`src/hw/but_pkg.sv`:
```
package but_pkg;
	// ----------------------------------------
	// Register offsets
	// ----------------------------------------
	localparam logic [5:0] OFS_CTRL_ONE  = 6'h00;
	localparam logic [5:0] OFS_CTRL_TWO  = 6'h04;
	localparam logic [5:0] OFS_REQ_EN    = 6'h0c;
	localparam logic [5:0] OFS_STATUS    = 6'h10;
	localparam logic [5:0] OFS_EVT_TRIG  = 6'h14;
	localparam logic [5:0] OFS_COUNTER   = 6'h24;
	localparam logic [5:0] OFS_DIVIDER   = 6'h28;
	localparam logic [5:0] OFS_RELOAD    = 6'h2c;
	// ----------------------------------------
	// Field positions
	// ----------------------------------------
	localparam int BIT_RUN          = 0;
	localparam int BIT_INHIBIT      = 1;
	localparam int BIT_SRC_SEL      = 2;
	localparam int BIT_SINGLE_SHOT  = 3;
	localparam int BIT_RELOAD_BUF   = 7;
	localparam int BIT_MIRROR_EN    = 11;
	localparam int BIT_MOS_LO       = 4;
	localparam int BIT_IRQ_EN       = 0;
	localparam int BIT_DMA_EN       = 8;
	localparam int BIT_FLAG         = 0;
	localparam int BIT_FORCE        = 0;
	localparam int BIT_MIRROR       = 31;
	// Writable masks of the control registers
	localparam logic [15:0] MASK_CTRL_ONE = 16'h088f;
	localparam logic [15:0] MASK_CTRL_TWO = 16'h0070;
	localparam logic [15:0] MASK_REQ_EN   = 16'h0101;
	// ----------------------------------------
	// Reset values
	// ----------------------------------------
	localparam logic [15:0] RST_CTRL   = 16'h0000;
	localparam logic [15:0] RST_DIV    = 16'h0000;
	localparam logic [15:0] RST_RELOAD = 16'hffff;
	// ----------------------------------------
	// Trigger output codes
	// ----------------------------------------
	localparam logic [2:0] MOS_RESET  = 3'h0;
	localparam logic [2:0] MOS_ENABLE = 3'h1;
	localparam logic [2:0] MOS_UPDATE = 3'h2;
	// Access sizes
	localparam logic [1:0] SIZE_HALF = 2'h1;
	localparam logic [1:0] SIZE_WORD = 2'h2;
endpackage : but_pkg

```
`src/hw/but_timer.sv`:
```
`timescale 1ns/1ns
module but_timer
	import but_pkg::*;
(
	input  wire logic        ref_clk_in,
	input  wire logic        rstn_in,
	input  wire logic        reg_sel_in,
	input  wire logic        reg_write_in,
	input  wire logic [5:0]  reg_addr_in,
	input  wire logic [1:0]  reg_size_in,
	input  wire logic [31:0] reg_wdata_in,
	output logic      [31:0] reg_rdata_out,
	input  wire logic        slave_reset_in,
	input  wire logic        gated_trigger_in,
	output logic             trigger_out,
	output logic             update_irq_out,
	output logic             update_dma_out
);
	// ----------------------------------------
	// State
	// ----------------------------------------
	typedef struct packed {
		logic [15:0] ctrl_one;
		logic [15:0] ctrl_two;
		logic [15:0] req_en;
		logic        update_flag;
		logic [15:0] counter_value;
		logic [15:0] divider_value;
		logic [15:0] divider_active;
		logic [15:0] div_count;
		logic [15:0] reload_limit;
		logic [15:0] reload_active;
		logic        effective_run_gate;
		logic        force_pend;
		logic        gate_s1;
		logic        gate_s2;
		logic        gate_s3;
		logic        gate_q;
		logic        slv_s1;
		logic        slv_s2;
		logic        slv_s3;
		logic        slv_q;
		logic        slv_prev;
		logic [31:0] rdata;
	} but_state_s;

	but_state_s st;
	but_state_s next_st;

	logic access_ok;
	logic wr;
	logic counter_tick;
	logic overflow;
	logic slave_upd;
	logic reinit;
	logic update_event;
	logic flag_set;
	logic stop_shot;
	logic [31:0] cnt_read;

	// ----------------------------------------
	// Decode
	// ----------------------------------------
	always_comb begin
		// Byte accesses are dropped: writes ignored, reads return zero
		access_ok = reg_sel_in && (reg_size_in == SIZE_HALF || reg_size_in == SIZE_WORD);
		wr        = access_ok && reg_write_in;
		// Prescaler divides by divider+1; ratio only changes at updates
		counter_tick = st.effective_run_gate && (st.div_count == st.divider_active);
		// Zero reload blocks counting entirely
		overflow  = counter_tick && (st.reload_active != 16'h0000)
			&& (st.counter_value == st.reload_active);
		slave_upd = st.slv_q && !st.slv_prev;
		reinit    = st.force_pend || slave_upd;
		update_event = (overflow || reinit) && !st.ctrl_one[BIT_INHIBIT];
		stop_shot = update_event && st.ctrl_one[BIT_SINGLE_SHOT];
		flag_set  = !st.ctrl_one[BIT_INHIBIT]
			&& (overflow || (reinit && !st.ctrl_one[BIT_SRC_SEL]));
		cnt_read  = {st.ctrl_one[BIT_MIRROR_EN] & st.update_flag, 15'h0000,
			st.counter_value};
	end

	// ----------------------------------------
	// Next state
	// ----------------------------------------
	always_comb begin
		next_st = st;
		// Synchronisers: change counts when stages two and three agree
		next_st.gate_s1 = gated_trigger_in;
		next_st.gate_s2 = st.gate_s1;
		next_st.gate_s3 = st.gate_s2;
		if (st.gate_s2 == st.gate_s3) begin
			next_st.gate_q = st.gate_s3;
		end
		next_st.slv_s1 = slave_reset_in;
		next_st.slv_s2 = st.slv_s1;
		next_st.slv_s3 = st.slv_s2;
		if (st.slv_s2 == st.slv_s3) begin
			next_st.slv_q = st.slv_s3;
		end
		next_st.slv_prev = st.slv_q;
		next_st.force_pend = 1'b0;

		// Register writes
		if (wr) begin
			unique case (reg_addr_in)
				OFS_CTRL_ONE: next_st.ctrl_one = reg_wdata_in[15:0] & MASK_CTRL_ONE;
				OFS_CTRL_TWO: next_st.ctrl_two = reg_wdata_in[15:0] & MASK_CTRL_TWO;
				OFS_REQ_EN:   next_st.req_en   = reg_wdata_in[15:0] & MASK_REQ_EN;
				OFS_STATUS: begin
					if (!reg_wdata_in[BIT_FLAG]) begin
						next_st.update_flag = 1'b0;
					end
				end
				OFS_EVT_TRIG: next_st.force_pend = reg_wdata_in[BIT_FORCE];
				OFS_COUNTER:  next_st.counter_value = reg_wdata_in[15:0];
				OFS_DIVIDER:  next_st.divider_value = reg_wdata_in[15:0];
				OFS_RELOAD:   next_st.reload_limit  = reg_wdata_in[15:0];
				default: ;
			endcase
		end

		// Unbuffered reload follows the preload register directly
		if (!st.ctrl_one[BIT_RELOAD_BUF]) begin
			next_st.reload_active = st.reload_limit;
		end

		// Prescaler and counter
		if (reinit) begin
			next_st.div_count     = 16'h0000;
			next_st.counter_value = 16'h0000;
		end else if (st.effective_run_gate) begin
			next_st.div_count = counter_tick ? 16'h0000 : st.div_count + 16'h0001;
			if (overflow) begin
				next_st.counter_value = 16'h0000;
			end else if (counter_tick && st.reload_active != 16'h0000) begin
				next_st.counter_value = st.counter_value + 16'h0001;
			end
		end

		if (update_event) begin
			next_st.divider_active = st.divider_value;
			if (st.ctrl_one[BIT_RELOAD_BUF]) begin
				next_st.reload_active = st.reload_limit;
			end
			if (st.ctrl_one[BIT_SINGLE_SHOT]) begin
				next_st.ctrl_one[BIT_RUN] = 1'b0;
			end
		end
		// Hardware set wins over a same-cycle clear
		if (flag_set) begin
			next_st.update_flag = 1'b1;
		end

		// Run gate lags the run bit by one cycle
		// Single shot drops it with the run bit, so no tick follows the update
		next_st.effective_run_gate = st.ctrl_one[BIT_RUN] && !stop_shot;

		// Registered read data
		next_st.rdata = 32'h0000_0000;
		if (access_ok && !reg_write_in) begin
			unique case (reg_addr_in)
				OFS_CTRL_ONE: next_st.rdata = {16'h0000, st.ctrl_one};
				OFS_CTRL_TWO: next_st.rdata = {16'h0000, st.ctrl_two};
				OFS_REQ_EN:   next_st.rdata = {16'h0000, st.req_en};
				OFS_STATUS:   next_st.rdata = {31'h0000_0000, st.update_flag};
				OFS_COUNTER:  next_st.rdata = cnt_read;
				OFS_DIVIDER:  next_st.rdata = {16'h0000, st.divider_value};
				OFS_RELOAD:   next_st.rdata = {16'h0000, st.reload_limit};
				default:      next_st.rdata = 32'h0000_0000;
			endcase
		end
	end

	always_ff @(posedge ref_clk_in or negedge rstn_in) begin
		if (!rstn_in) begin
			st              <= '0;
			st.ctrl_one     <= RST_CTRL;
			st.ctrl_two     <= RST_CTRL;
			st.req_en       <= RST_CTRL;
			st.divider_value  <= RST_DIV;
			st.divider_active <= RST_DIV;
			st.reload_limit   <= RST_RELOAD;
			st.reload_active  <= RST_RELOAD;
		end else begin
			st <= next_st;
		end
	end

	// ----------------------------------------
	// Outputs
	// ----------------------------------------
	// Slave resets arrive through the synchroniser, so code 000 lags the actual reset
	always_comb begin
		unique case (st.ctrl_two[6:BIT_MOS_LO])
			MOS_RESET:  trigger_out = reinit;
			MOS_ENABLE: trigger_out = st.effective_run_gate | st.gate_q;
			MOS_UPDATE: trigger_out = update_event;
			default:    trigger_out = 1'b0;
		endcase
	end
	// Requests are one-cycle pulses per qualifying update
	assign update_irq_out = flag_set && st.req_en[BIT_IRQ_EN];
	assign update_dma_out = flag_set && st.req_en[BIT_DMA_EN];
	assign reg_rdata_out  = st.rdata;

	// ----------------------------------------
	// Checks
	// ----------------------------------------
	a_gate_on: assert property (@(posedge ref_clk_in) disable iff (!rstn_in)
		($past(st.ctrl_one[BIT_RUN]) && st.ctrl_one[BIT_RUN]) |-> st.effective_run_gate)
		else $error("run gate not raised after run bit");
	a_gate_off: assert property (@(posedge ref_clk_in) disable iff (!rstn_in)
		!$past(st.ctrl_one[BIT_RUN]) |-> !st.effective_run_gate)
		else $error("run gate high without run bit");
	a_frozen_stopped: assert property (@(posedge ref_clk_in) disable iff (!rstn_in)
		(!st.effective_run_gate && !reinit && !wr) |=> $stable(st.counter_value))
		else $error("counter moved while stopped");
	a_zero_reload_hold: assert property (@(posedge ref_clk_in) disable iff (!rstn_in)
		(st.reload_active == 16'h0000 && !reinit && !wr) |=> st.counter_value == $past(st.counter_value))
		else $error("counter moved with zero reload");
	a_wrap_zero: assert property (@(posedge ref_clk_in) disable iff (!rstn_in)
		overflow |=> st.counter_value == 16'h0000)
		else $error("overflow did not wrap");
	a_single_shot_stop: assert property (@(posedge ref_clk_in) disable iff (!rstn_in)
		(update_event && st.ctrl_one[BIT_SINGLE_SHOT]) |=> !st.ctrl_one[BIT_RUN])
		else $error("single shot did not stop");
	a_inhibit_no_flag: assert property (@(posedge ref_clk_in) disable iff (!rstn_in)
		st.ctrl_one[BIT_INHIBIT] |-> !update_irq_out && !update_dma_out && !update_event)
		else $error("update while inhibited");
	a_flag_set: assert property (@(posedge ref_clk_in) disable iff (!rstn_in)
		flag_set |=> st.update_flag)
		else $error("flag not set");
	a_mirror_bit: assert property (@(posedge ref_clk_in) disable iff (!rstn_in)
		(access_ok && !reg_write_in && reg_addr_in == OFS_COUNTER)
		|=> reg_rdata_out[BIT_MIRROR] == $past(st.ctrl_one[BIT_MIRROR_EN] && st.update_flag))
		else $error("mirror bit wrong");
	a_mirror_zero: assert property (@(posedge ref_clk_in) disable iff (!rstn_in)
		(access_ok && !reg_write_in && reg_addr_in == OFS_COUNTER
		&& !st.ctrl_one[BIT_MIRROR_EN]) |=> !reg_rdata_out[BIT_MIRROR])
		else $error("mirror bit set while disabled");
	a_force_clears: assert property (@(posedge ref_clk_in) disable iff (!rstn_in)
		st.force_pend |=> st.counter_value == 16'h0000 && st.div_count == 16'h0000 && !st.force_pend)
		else $error("force did not reinitialize");
	a_direct_reload: assert property (@(posedge ref_clk_in) disable iff (!rstn_in)
		!st.ctrl_one[BIT_RELOAD_BUF] |=> st.reload_active == $past(st.reload_limit))
		else $error("unbuffered reload lagging");

	a_div_shadow: assert property (@(posedge ref_clk_in) disable iff (!rstn_in)
		!update_event |=> $stable(st.divider_active))
		else $error("divider ratio changed without update");

	a_reload_shadow: assert property (@(posedge ref_clk_in) disable iff (!rstn_in)
		(st.ctrl_one[BIT_RELOAD_BUF] && !update_event) |=> $stable(st.reload_active))
		else $error("buffered reload changed without update");

	a_write_one: assert property (@(posedge ref_clk_in) disable iff (!rstn_in)
		(wr && reg_addr_in == OFS_STATUS && reg_wdata_in[BIT_FLAG] && st.update_flag)
		|=> st.update_flag)
		else $error("writing one cleared the flag");

	a_request_flag: assert property (@(posedge ref_clk_in) disable iff (!rstn_in)
		(update_irq_out || update_dma_out) |=> st.update_flag)
		else $error("request without flag");

	a_byte_refused: assert property (@(posedge ref_clk_in) disable iff (!rstn_in)
		(reg_sel_in && reg_size_in != SIZE_HALF && reg_size_in != SIZE_WORD)
		|=> reg_rdata_out == 32'h0000_0000)
		else $error("byte access answered");

	a_force_flag: assert property (@(posedge ref_clk_in) disable iff (!rstn_in)
		(st.force_pend && !st.ctrl_one[BIT_INHIBIT] && !st.ctrl_one[BIT_SRC_SEL])
		|=> st.update_flag)
		else $error("forced update did not set flag");

	a_inhibit_reinit: assert property (@(posedge ref_clk_in) disable iff (!rstn_in)
		(st.force_pend && st.ctrl_one[BIT_INHIBIT])
		|=> (st.counter_value == 16'h0000 && $stable(st.divider_active)))
		else $error("inhibited force misbehaved");

	// ----------------------------------------
	// Coverage
	// ----------------------------------------
	c_overflow: cover property (@(posedge ref_clk_in) overflow && update_irq_out);
	c_forced: cover property (@(posedge ref_clk_in) st.force_pend && update_event);
	c_single: cover property (@(posedge ref_clk_in) update_event && st.ctrl_one[BIT_SINGLE_SHOT]);
	c_slave: cover property (@(posedge ref_clk_in) slave_upd && update_event);
	c_inhibit: cover property (@(posedge ref_clk_in) overflow && st.ctrl_one[BIT_INHIBIT]);
endmodule : but_timer

```
`config.mk`:
```
export PLATFORM = sky130hd
export DESIGN_NAME = but_timer
export DESIGN_NICKNAME = d
export VERILOG_FILES = /design/src/hw/but_pkg.sv /design/src/hw/but_timer.sv
export SDC_FILE = /design/constraint.sdc
export NUM_CORES = 1
export LEC_CHECK = 0
export ABC_AREA = 1
export BUFFER_PORTS_ARGS = -buffer_cell sky130_fd_sc_hd__buf_2
export CORE_MARGIN = 5
export CORE_UTILIZATION = 38
export CTS_BUF_LIST = sky130_fd_sc_hd__clkbuf_4 sky130_fd_sc_hd__clkbuf_8
export DETAILED_ROUTE_END_ITERATION = 10
export PLACE_DENSITY_LB_ADDON = 0.05
export SLEW_MARGIN = 0
export SYNTH_ARGS = -nofsm -noshare
export SYNTH_HDL_FRONTEND = slang
export SYNTH_SLANG_ARGS = --single-unit
```
`constraint.sdc`:
```
create_clock -name ref_clk_in -period 4.9 [get_ports ref_clk_in]
set_input_delay 0.98 -clock ref_clk_in [delete_from_list [all_inputs] [get_ports ref_clk_in]]
set_output_delay 0.98 -clock ref_clk_in [all_outputs]
set_load 0.05 [all_outputs]
```
# == Word-level counts from Yosys, hierarchy flattened ==
# Index checks and enable logic that the tools add are counted.
# totals
in_bits,46
register_bits,151
wordCells,104
output_inout_bits,35
# op_classes
n_reduce_logical,35
n_bitwise,2
eq_ne,16
addsub,2
n_mux,26
# op_table
operator,count
32-bit one-hot mux with 7 select lines,1
16-bit 2-to-1 mux,12
66-bit 2-to-1 mux,1
"16-bit by 1-bit adder with 16-bit output, second input constant",2
16-bit == test,2
32-bit 2-to-1 mux,1
"6-bit == test, second input constant",3
16-bit nonzero test,1
1-bit logical AND,14
"6-bit by 5-bit == test with 1-bit output, second input constant",2
2-bit AND reduction,5
9-bit 2-to-1 mux,1
1-bit 2-to-1 mux,8
7-bit 2-to-1 mux,1
"6-bit by 3-bit == test with 1-bit output, second input constant",1
"6-bit by 4-bit == test with 1-bit output, second input constant",1
6-bit logical NOT,1
2-bit nonzero test,3
1-bit logical NOT,5
1-bit logical OR,4
"3-bit by 1-bit == test with 1-bit output, second input constant",1
"3-bit by 2-bit == test with 1-bit output, second input constant",1
3-bit logical NOT,1
1-bit one-hot mux with 3 select lines,1
other kinds (7),8

# == Depth between registers and ports, before layout ==
# Gate-level depths: netlist (run 1).
# depth
ltp_word,9
depth_mapped,14

# == Worst setup path before layout (run 1) ==
# OpenSTA, ideal clock, no wires.
# synth_path
kind,reg2out
start,reg st (netlist bit cnt_read[5])
end,out update_dma_out
slack_ns,1.834
arrival_time_ns,2.086
stages_incl_launch_ff,11
path_buffers,1
required_ns,3.920
cell_sequence,dfrtp_1 > clkbuf_1 > xnor2_1 > nand2_1 > nor2_1 > nand2_1 > nor2_2 > nand3_4 > nand2_4 > nand3_1 > nor2_1
# synth_via
elab_chain_len,5
# synth_rtl
element,line_no,text
"start, declared",but_timer.sv:47,but_state_s st;
"start signal, assigned",but_timer.sv:186,st <= next_st;
16-bit == test,but_timer.sv:72,&& (st.counter_value == st.reload_active);
1-bit logical AND,but_timer.sv:72,
1-bit logical OR,but_timer.sv:78,&& (overflow || (reinit && !st.ctrl_one[BIT_SRC_SEL]));
1-bit logical AND,but_timer.sv:78,
1-bit logical AND,but_timer.sv:204,assign update_dma_out = flag_set && st.req_en[BIT_DMA_EN];
"end, declared",but_timer.sv:17,output logic update_dma_out
# No other way between the ends.

# == Worst setup path in the final report (run 1) ==
# layout_path
start,reg st[44] (netlist bit)
end,out update_dma_out
# layout_via
elab_chain_len,6
elab_cells_between_ends,7
cone_classes,1 x eq/ne; 6 x reduce/logical
# layout_rtl
element,line_no,text
16-bit nonzero test,but_timer.sv:71,overflow = counter_tick && (st.reload_active != 16'h0000)
1-bit logical AND,but_timer.sv:71,
1-bit logical AND *,but_timer.sv:72,
1-bit logical OR *,but_timer.sv:78,
1-bit logical AND *,but_timer.sv:78,
1-bit logical AND *,but_timer.sv:204,
# Every way passes the cells marked *; elsewhere a longest branch is shown, timed or not.

==> results_dict.tcl, run 1 <==
set metrics [dict create \
    ys_top_cells_by_area "dfrtp_1 35%, nand2_1 13%, dfstp_2 11%" \
    ys_seq_elements 136 \
    portBuffers 49 \
    die_w_um 150.2 \
    dieArea_sq_mm 0.02257 \
    finalCritPeriodShare_pct 81.53 \
    ant_nets 0 \
    netlist.area_leader.share_pct 34.83 \
    syn_inst 978 \
    yosysWarningCount 0 \
    synth_top_area_cell "dfrtp_1" \
    start_kind "register" \
    yosys.area_share.simple_pct 26.81 \
    yosys.cell_types.count 44 \
    synthAdderAreaFrac_pct 0.6028 \
    setup_viol 0 \
    htree_levels 4 \
    wire_per_inst_um 16.89 \
    syn_to_final_growth_pct 9.260 \
    via_per_inst 4.856 \
    drtIter0Drc 384 \
    diodes 0 \
    async_flop_share_pct 100.0 \
    clockBufferDepth 2 \
    grt_pass1_vias 5974 \
    hold_class "reg2reg" \
    synth_flop_cell "dfrtp_1" \
    root_buffer "clkbuf_8" \
    rows 51 \
    dp_cells 1249 \
    core_sq_mm 0.01940 \
    grt_overflow 0 \
    grt_util_all_layers_pct 20.07 \
    grt_max_degree 80 \
    cp_data_arrival_time_ns 3.01 \
    initial_core_util_pct 38.52 \
    cts_sinks 136 \
    drive_above_1_share_pct 14.07 \
    die_h_um 150.2 \
    avgSynthCellArea_sq_um 7.640 \
    hold_viol 0 \
    worst_slack_ns 0.9050 \
    critPathMaxFanout 13 \
    intPower_uw 1847 \
    synth_compound_area_share_pct 10.93 \
    power_frac_clock_pct 34.2 \
    fin_worst_skew_ns 0.01194 \
    final.min_clock_period_ns 3.995 \
    synth_edf_count 0 \
    synthMuxAreaShare_pct 0.1507 \
    finalInstanceArea_sq_mm 0.008164 \
    cts_tree "done" \
    rsz0062_at_grt "no" \
    setup.worst_path.class "reg2out" \
    post_cts_buffers 0 \
    grt_pass1_wl_um 34190 \
    cts_resized 0 \
    p_switching_uw 917.8 \
    postLayoutCoreUtil_pct 42.09 \
    clkLatencyLatePin_ns 0.45 \
    combPwrFrac_pct 18.8 \
    slowest_delay_ns 0.56 \
    fin_nets 1051 \
    cp-end-kind "output pin" \
    ir_drop_uv 156.2 \
    fmax_mhz 250.3 \
    hpwl_um 15430 \
    switching_share_pct 33.19 \
    placed_cell_area_sq_mm 0.007769 \
    pre_cts_slack_ns 1.379 \
    slowest_stage "dfstp_2" \
    power_leakage_uw 0.003862 \
    antenna_found_initial 0 \
    seq_area_frac_synth_pct 46.08 \
    synth_top_family_by_area "simple AND/OR/NAND/NOR gates" \
    cap_violations 0 \
    status "finished clean" \
    synth-xor-area-share_pct 4.454 \
    num_vias 6221 \
    remaining_drc_errors 0 \
    syn_area_sq_mm 0.007472 \
    stdcell_count 1281 \
    max-slew-margin-rel_pct 25.50 \
    io_pins 81 \
    gp_congestion 0.8685 \
    tns_ns 0 \
    cp.required_ns 3.92 \
    wl_um 21640 \
    worst_pin_slew_ns 1.115 \
    drv_slew 0 \
    pwr-share-seq_pct 47.1 \
    powerDensity_mw_per_mm2 338.7 \
    dr.pass1.iters 5 \
    cts_buffers 17 \
    cp_cell_sequence "xnor2_1 > nand2_1 > nor2_1 > nand2_1 > nor2_2 > nand3_4 > nand2_4 > nand3_1 > nor2_1 > buf_2" \
    postCtsHoldBufs 0 \
    path_clk_slew_ns 0.08 \
]
layer usage:
layer / track usage (%) / vias up / wire length (um) / part of all wire (%)
li1: - / 3140 / - / -
met5: 0 / - / 0 / 0
met3: 3.853 / 18 / 963 / 4.5
met2: 32.10 / 135 / 10210 / 47
met1: 27.83 / 2928 / 10110 / 47
met4: 5.764 / 0 / 357 / 1.7
cells in the final DEF, fill, tap and decap left out, types with 6 or more instances in the layout:
cell,Yosys,layout
nor3_1,19,19
a21oi_1,17,17
inv_1,103,103
buf_2,3,48
nor2_1,102,102
dfstp_2,32,32
dfrtp_1,104,104
nand3_1,68,68
xnor2_1,19,19
buf_4,35,9
o22ai_1,6,6
a221oi_1,8,8
o21ai_0,99,99
clkbuf_8,0,18
conb_1,1,15
xor2_1,19,19
nand2_1,264,264
path summary, 6_finish.rpt:
check | startpoint | to | slack (ns) | cells after the start
min in group asynchronous | rstn_in | st[34] | 0.57 | 1
worst min-delay path | next_st[39] | next_st[38] | 0.36 | 0
worst max-delay path | st[44] | update_dma_out | 0.91 | 10
worst max register to register | st[44] | st[98] | 1.89 | 11
worst min register to register | next_st[39] | next_st[38] | 0.36 | 0
max in group asynchronous | rstn_in | st[50] | 3.32 | 2
kinds of logic after synthesis:
logic type / count (synthesis)
AND/OR/NAND/NOR: 478
buffers and inverters: 175
AO/OA/AOI/OAI: 145
flip-flops: 136
XOR/XNOR: 38
adder cells (fa/ha/maj): 4
other: 1
multiplexers: 1
power groups by stage:
stage	combinational [uW]	sequential [uW]	clock (uW)
after floorplan	406	1280	0
after global placement	525	1320	0
after detailed placement	524	1320	0
after CTS	526	1300	976
after global routing	592	1310	1020
final	519	1300	945
Yosys cell counts, types with 2 or more instances:
master    number
a221oi_1       8
nand2_1      264
o22ai_1        6
buf_2          3
buf_6          3
a21oi_1       17
nor3_1        19
maj3_1         2
nand3_1       68
buf_4         35
nor4_1         5
nor2_1       102
clkbuf_1      24
or2_2          2
xor2_1        19
nand2_4        2
a31oi_1        2
inv_2          5
o21ai_0       99
o221ai_1       5
ha_1           2
inv_1        103
a211oi_1       3
nand4_1        5
nor2_2         4
dfstp_2       32
dfrtp_1      104
xnor2_1       19
cell type report:
| class | count | area [sq um] |
|---|---|---|
| Clock buffer | 21 | 270.3 |
| Clock inverter | 11 | 125.1 |
| Fill cell | 2096 | 11230 |
| Inverter | 109 | 409.1 |
| Multi-Input combinational cell | 681 | 3266 |
| Sequential cell | 136 | 3443 |
| Tap cell | 265 | 331.6 |
| Timing Repair Buffer | 58 | 319.1 |
registers in the layout, summed over array words and instances (netlist names):
signal         flops
next_st            5
reg_rdata_out     17
cnt_read          16
st                98
through the flow:
step / power [uW] / hold slack (ns)
after floorplan: 1681 / 0.3312
after global placement: 1845 / 0.3316
after detailed placement: 1844 / 0.3418
after CTS: 2802 / 0.3626
after global routing: 2929 / 0.3689
final: 2765 / 0.3579
worst max-delay path: cells and delay by family, from the launching register on:
kind                      cells  cell delay, ns
xor gates and xnor gates      1            0.12
buffers and inverters         1            0.28
DFF                           1            0.56
and+or+nand+nor               8            1.60
Power figures use the tool's default switching activity.
==> inputs of run 2 (changes only) <==
==> constraint.sdc (replaced) <==
create_clock -name ref_clk_in -period 3.7 [get_ports ref_clk_in]
set_input_delay 0.74 -clock ref_clk_in [delete_from_list [all_inputs] [get_ports ref_clk_in]]
set_output_delay 0.74 -clock ref_clk_in [all_outputs]
set_load 0.05 [all_outputs]
==> run 2 against run 1 <==
Clock power grew 34%. Worst setup slack lost 0.56 ns. Sequential power grew 32%. First-iteration DRC count grew 18%. Critical path type unchanged. Critical endpoint is now update_irq_out. Largest power group unchanged.
==> results_dict.tcl, run 2 (synthesis results as in run 1) <==
set metrics [dict create \
    status "finished clean" \
    multi_input_area_sq_mm 0.003266 \
    grt_max_degree 65 \
    powerDensity_mw_per_mm2 451.1 \
    fmax_mhz 297.7 \
    diodes 0 \
    clockBufferDepth 2 \
    final.min_clock_period_ns 3.360 \
    ir_drop_uv 222.7 \
    cap_violations 0 \
    gp_congestion 0.9027 \
    die_h_um 150.2 \
    grt_pass1_vias 6022 \
    dieArea_sq_mm 0.02257 \
    critPathMaxFanout 13 \
    remaining_drc_errors 0 \
    num_vias 6177 \
    wl_um 21680 \
    layout_commonest_cell "nand2_1" \
    ant_nets 0 \
    rows 51 \
    dp_cells 1252 \
    rsz0062_at_grt "no" \
    stdcell_count 1284 \
    cts_tree "done" \
    post_cts_buffers 0 \
    fin_worst_skew_ns 0.01514 \
    setup.worst_path.class "reg2out" \
    regArea_sq_mm 0.003443 \
    cp-end-kind "output pin" \
    crit_start "st[75]" \
    start_kind "register" \
    hold_viol 0 \
    antenna_found_initial 0 \
    nFillCells 2079 \
    hpwl_um 15410 \
    core_sq_mm 0.01940 \
    finalCritPeriodShare_pct 90.80 \
    cp.required_ns 2.96 \
    power_leakage_uw 0.003889 \
    slowest_stage "dfrtp_1" \
    slowest_delay_ns 0.45 \
    tns_ns 0 \
    path_clk_slew_ns 0.09 \
    grt_pass1_wl_um 34290 \
    worst_pin_slew_ns 1.054 \
    r2r_start "st[75]" \
    largest_register_ffs 98 \
    grt_overflow 0 \
    fin_nets 1054 \
    layout.cells.most_common_list "264 x nand2_1, 104 x dfrtp_1, 103 x inv_1" \
    cp_cell_sequence "nand2_1 > nand2_1 > nor2_1 > nand2_1 > nor2_1 > nand2_2 > nor2_4 > nand3_4 > nand2_4 > nand3_1 > nor2_1 > buf_2" \
    io_pins 81 \
    drtIter0Drc 454 \
    initial_core_util_pct 38.52 \
    syn_to_final_growth_pct 9.779 \
    dr.pass1.iters 5 \
    grt_util_all_layers_pct 20.15 \
    drv_slew 0 \
    cp_data_arrival_time_ns 2.62 \
    clkLatencyLatePin_ns 0.46 \
    largest_register "st" \
    wire_per_inst_um 16.89 \
    hold_class "in2async" \
    cts_resized 0 \
    cts_buffers 17 \
    postCtsHoldBufs 0 \
    drive_above_1_share_pct 14.33 \
    portBuffers 49 \
    cts_sinks 136 \
    root_buffer "clkbuf_8" \
    via_per_inst 4.811 \
    max-slew-margin-rel_pct 29.73 \
    htree_levels 4 \
    setup_viol 0 \
    die_w_um 150.2 \
]
==> run 2: worst paths after layout <==
check                                 end  slack, ns  depth (start not counted)
max                        update_irq_out       0.34                         12
min                                st[34]       0.27                          1
max reg2reg                       st[101]       1.10                         13
min reg2reg                   next_st[34]       0.35                          0
max in group asynchronous          st[52]       2.62                          2
min in group ref_clk_in       next_st[34]       0.35                          0
==> run 2: layout make-up <==
| type | count | area share (%) |
|---|---|---|
| sequential | 136 | 41.98 |
| inverter | 109 | 4.988 |
| clock buffer | 20 | 3.356 |
| clock inverter | 12 | 1.510 |
| multi-input combinational | 681 | 39.81 |
| timing repair buffer | 61 | 4.317 |
| tap | 265 | 4.042 |
==> run 2: critical path: cells and delay by family (launching register included) <==
| kind | cells | cell delay [ns] |
|---|---|---|
| simple gates | 11 | 1.43 |
| flops | 1 | 0.45 |
| buf+inv | 1 | 0.27 |
==> run 2: power by group <==
part | total [uW] | switching (uW) | internal [uW]
registers | 1720 | 128 | 1600
clock network | 1270 | 620 | 648
logic | 709 | 480 | 230
==> run 2: per-stage QoR <==
stage	setup WS, ns	hold WS [ns]	total power, uW	util, %	instance area [sq um]
after detailed placement	0.7768	0.3381	2461	40.23	7804
after global placement	0.8130	0.3316	2460	40.23	7804
after floorplan	0.8735	0.3312	2227	-	7525
final	0.3404	0.2732	3700	42.29	8203
after global routing	0.09855	0.3049	3925	42.29	8203
after CTS	0.2545	0.2830	3747	42.29	8203
==> run 2: per-layer routing <==
layer  global-route usage [%]  up-vias  share of wire [%]
li1                         -     3150                  -
met1                    28.68     2903                 48
met2                    32.26      109                 47
met3                    3.492       15                3.5
met4                    4.575        0               0.87
met5                        0        -                  0
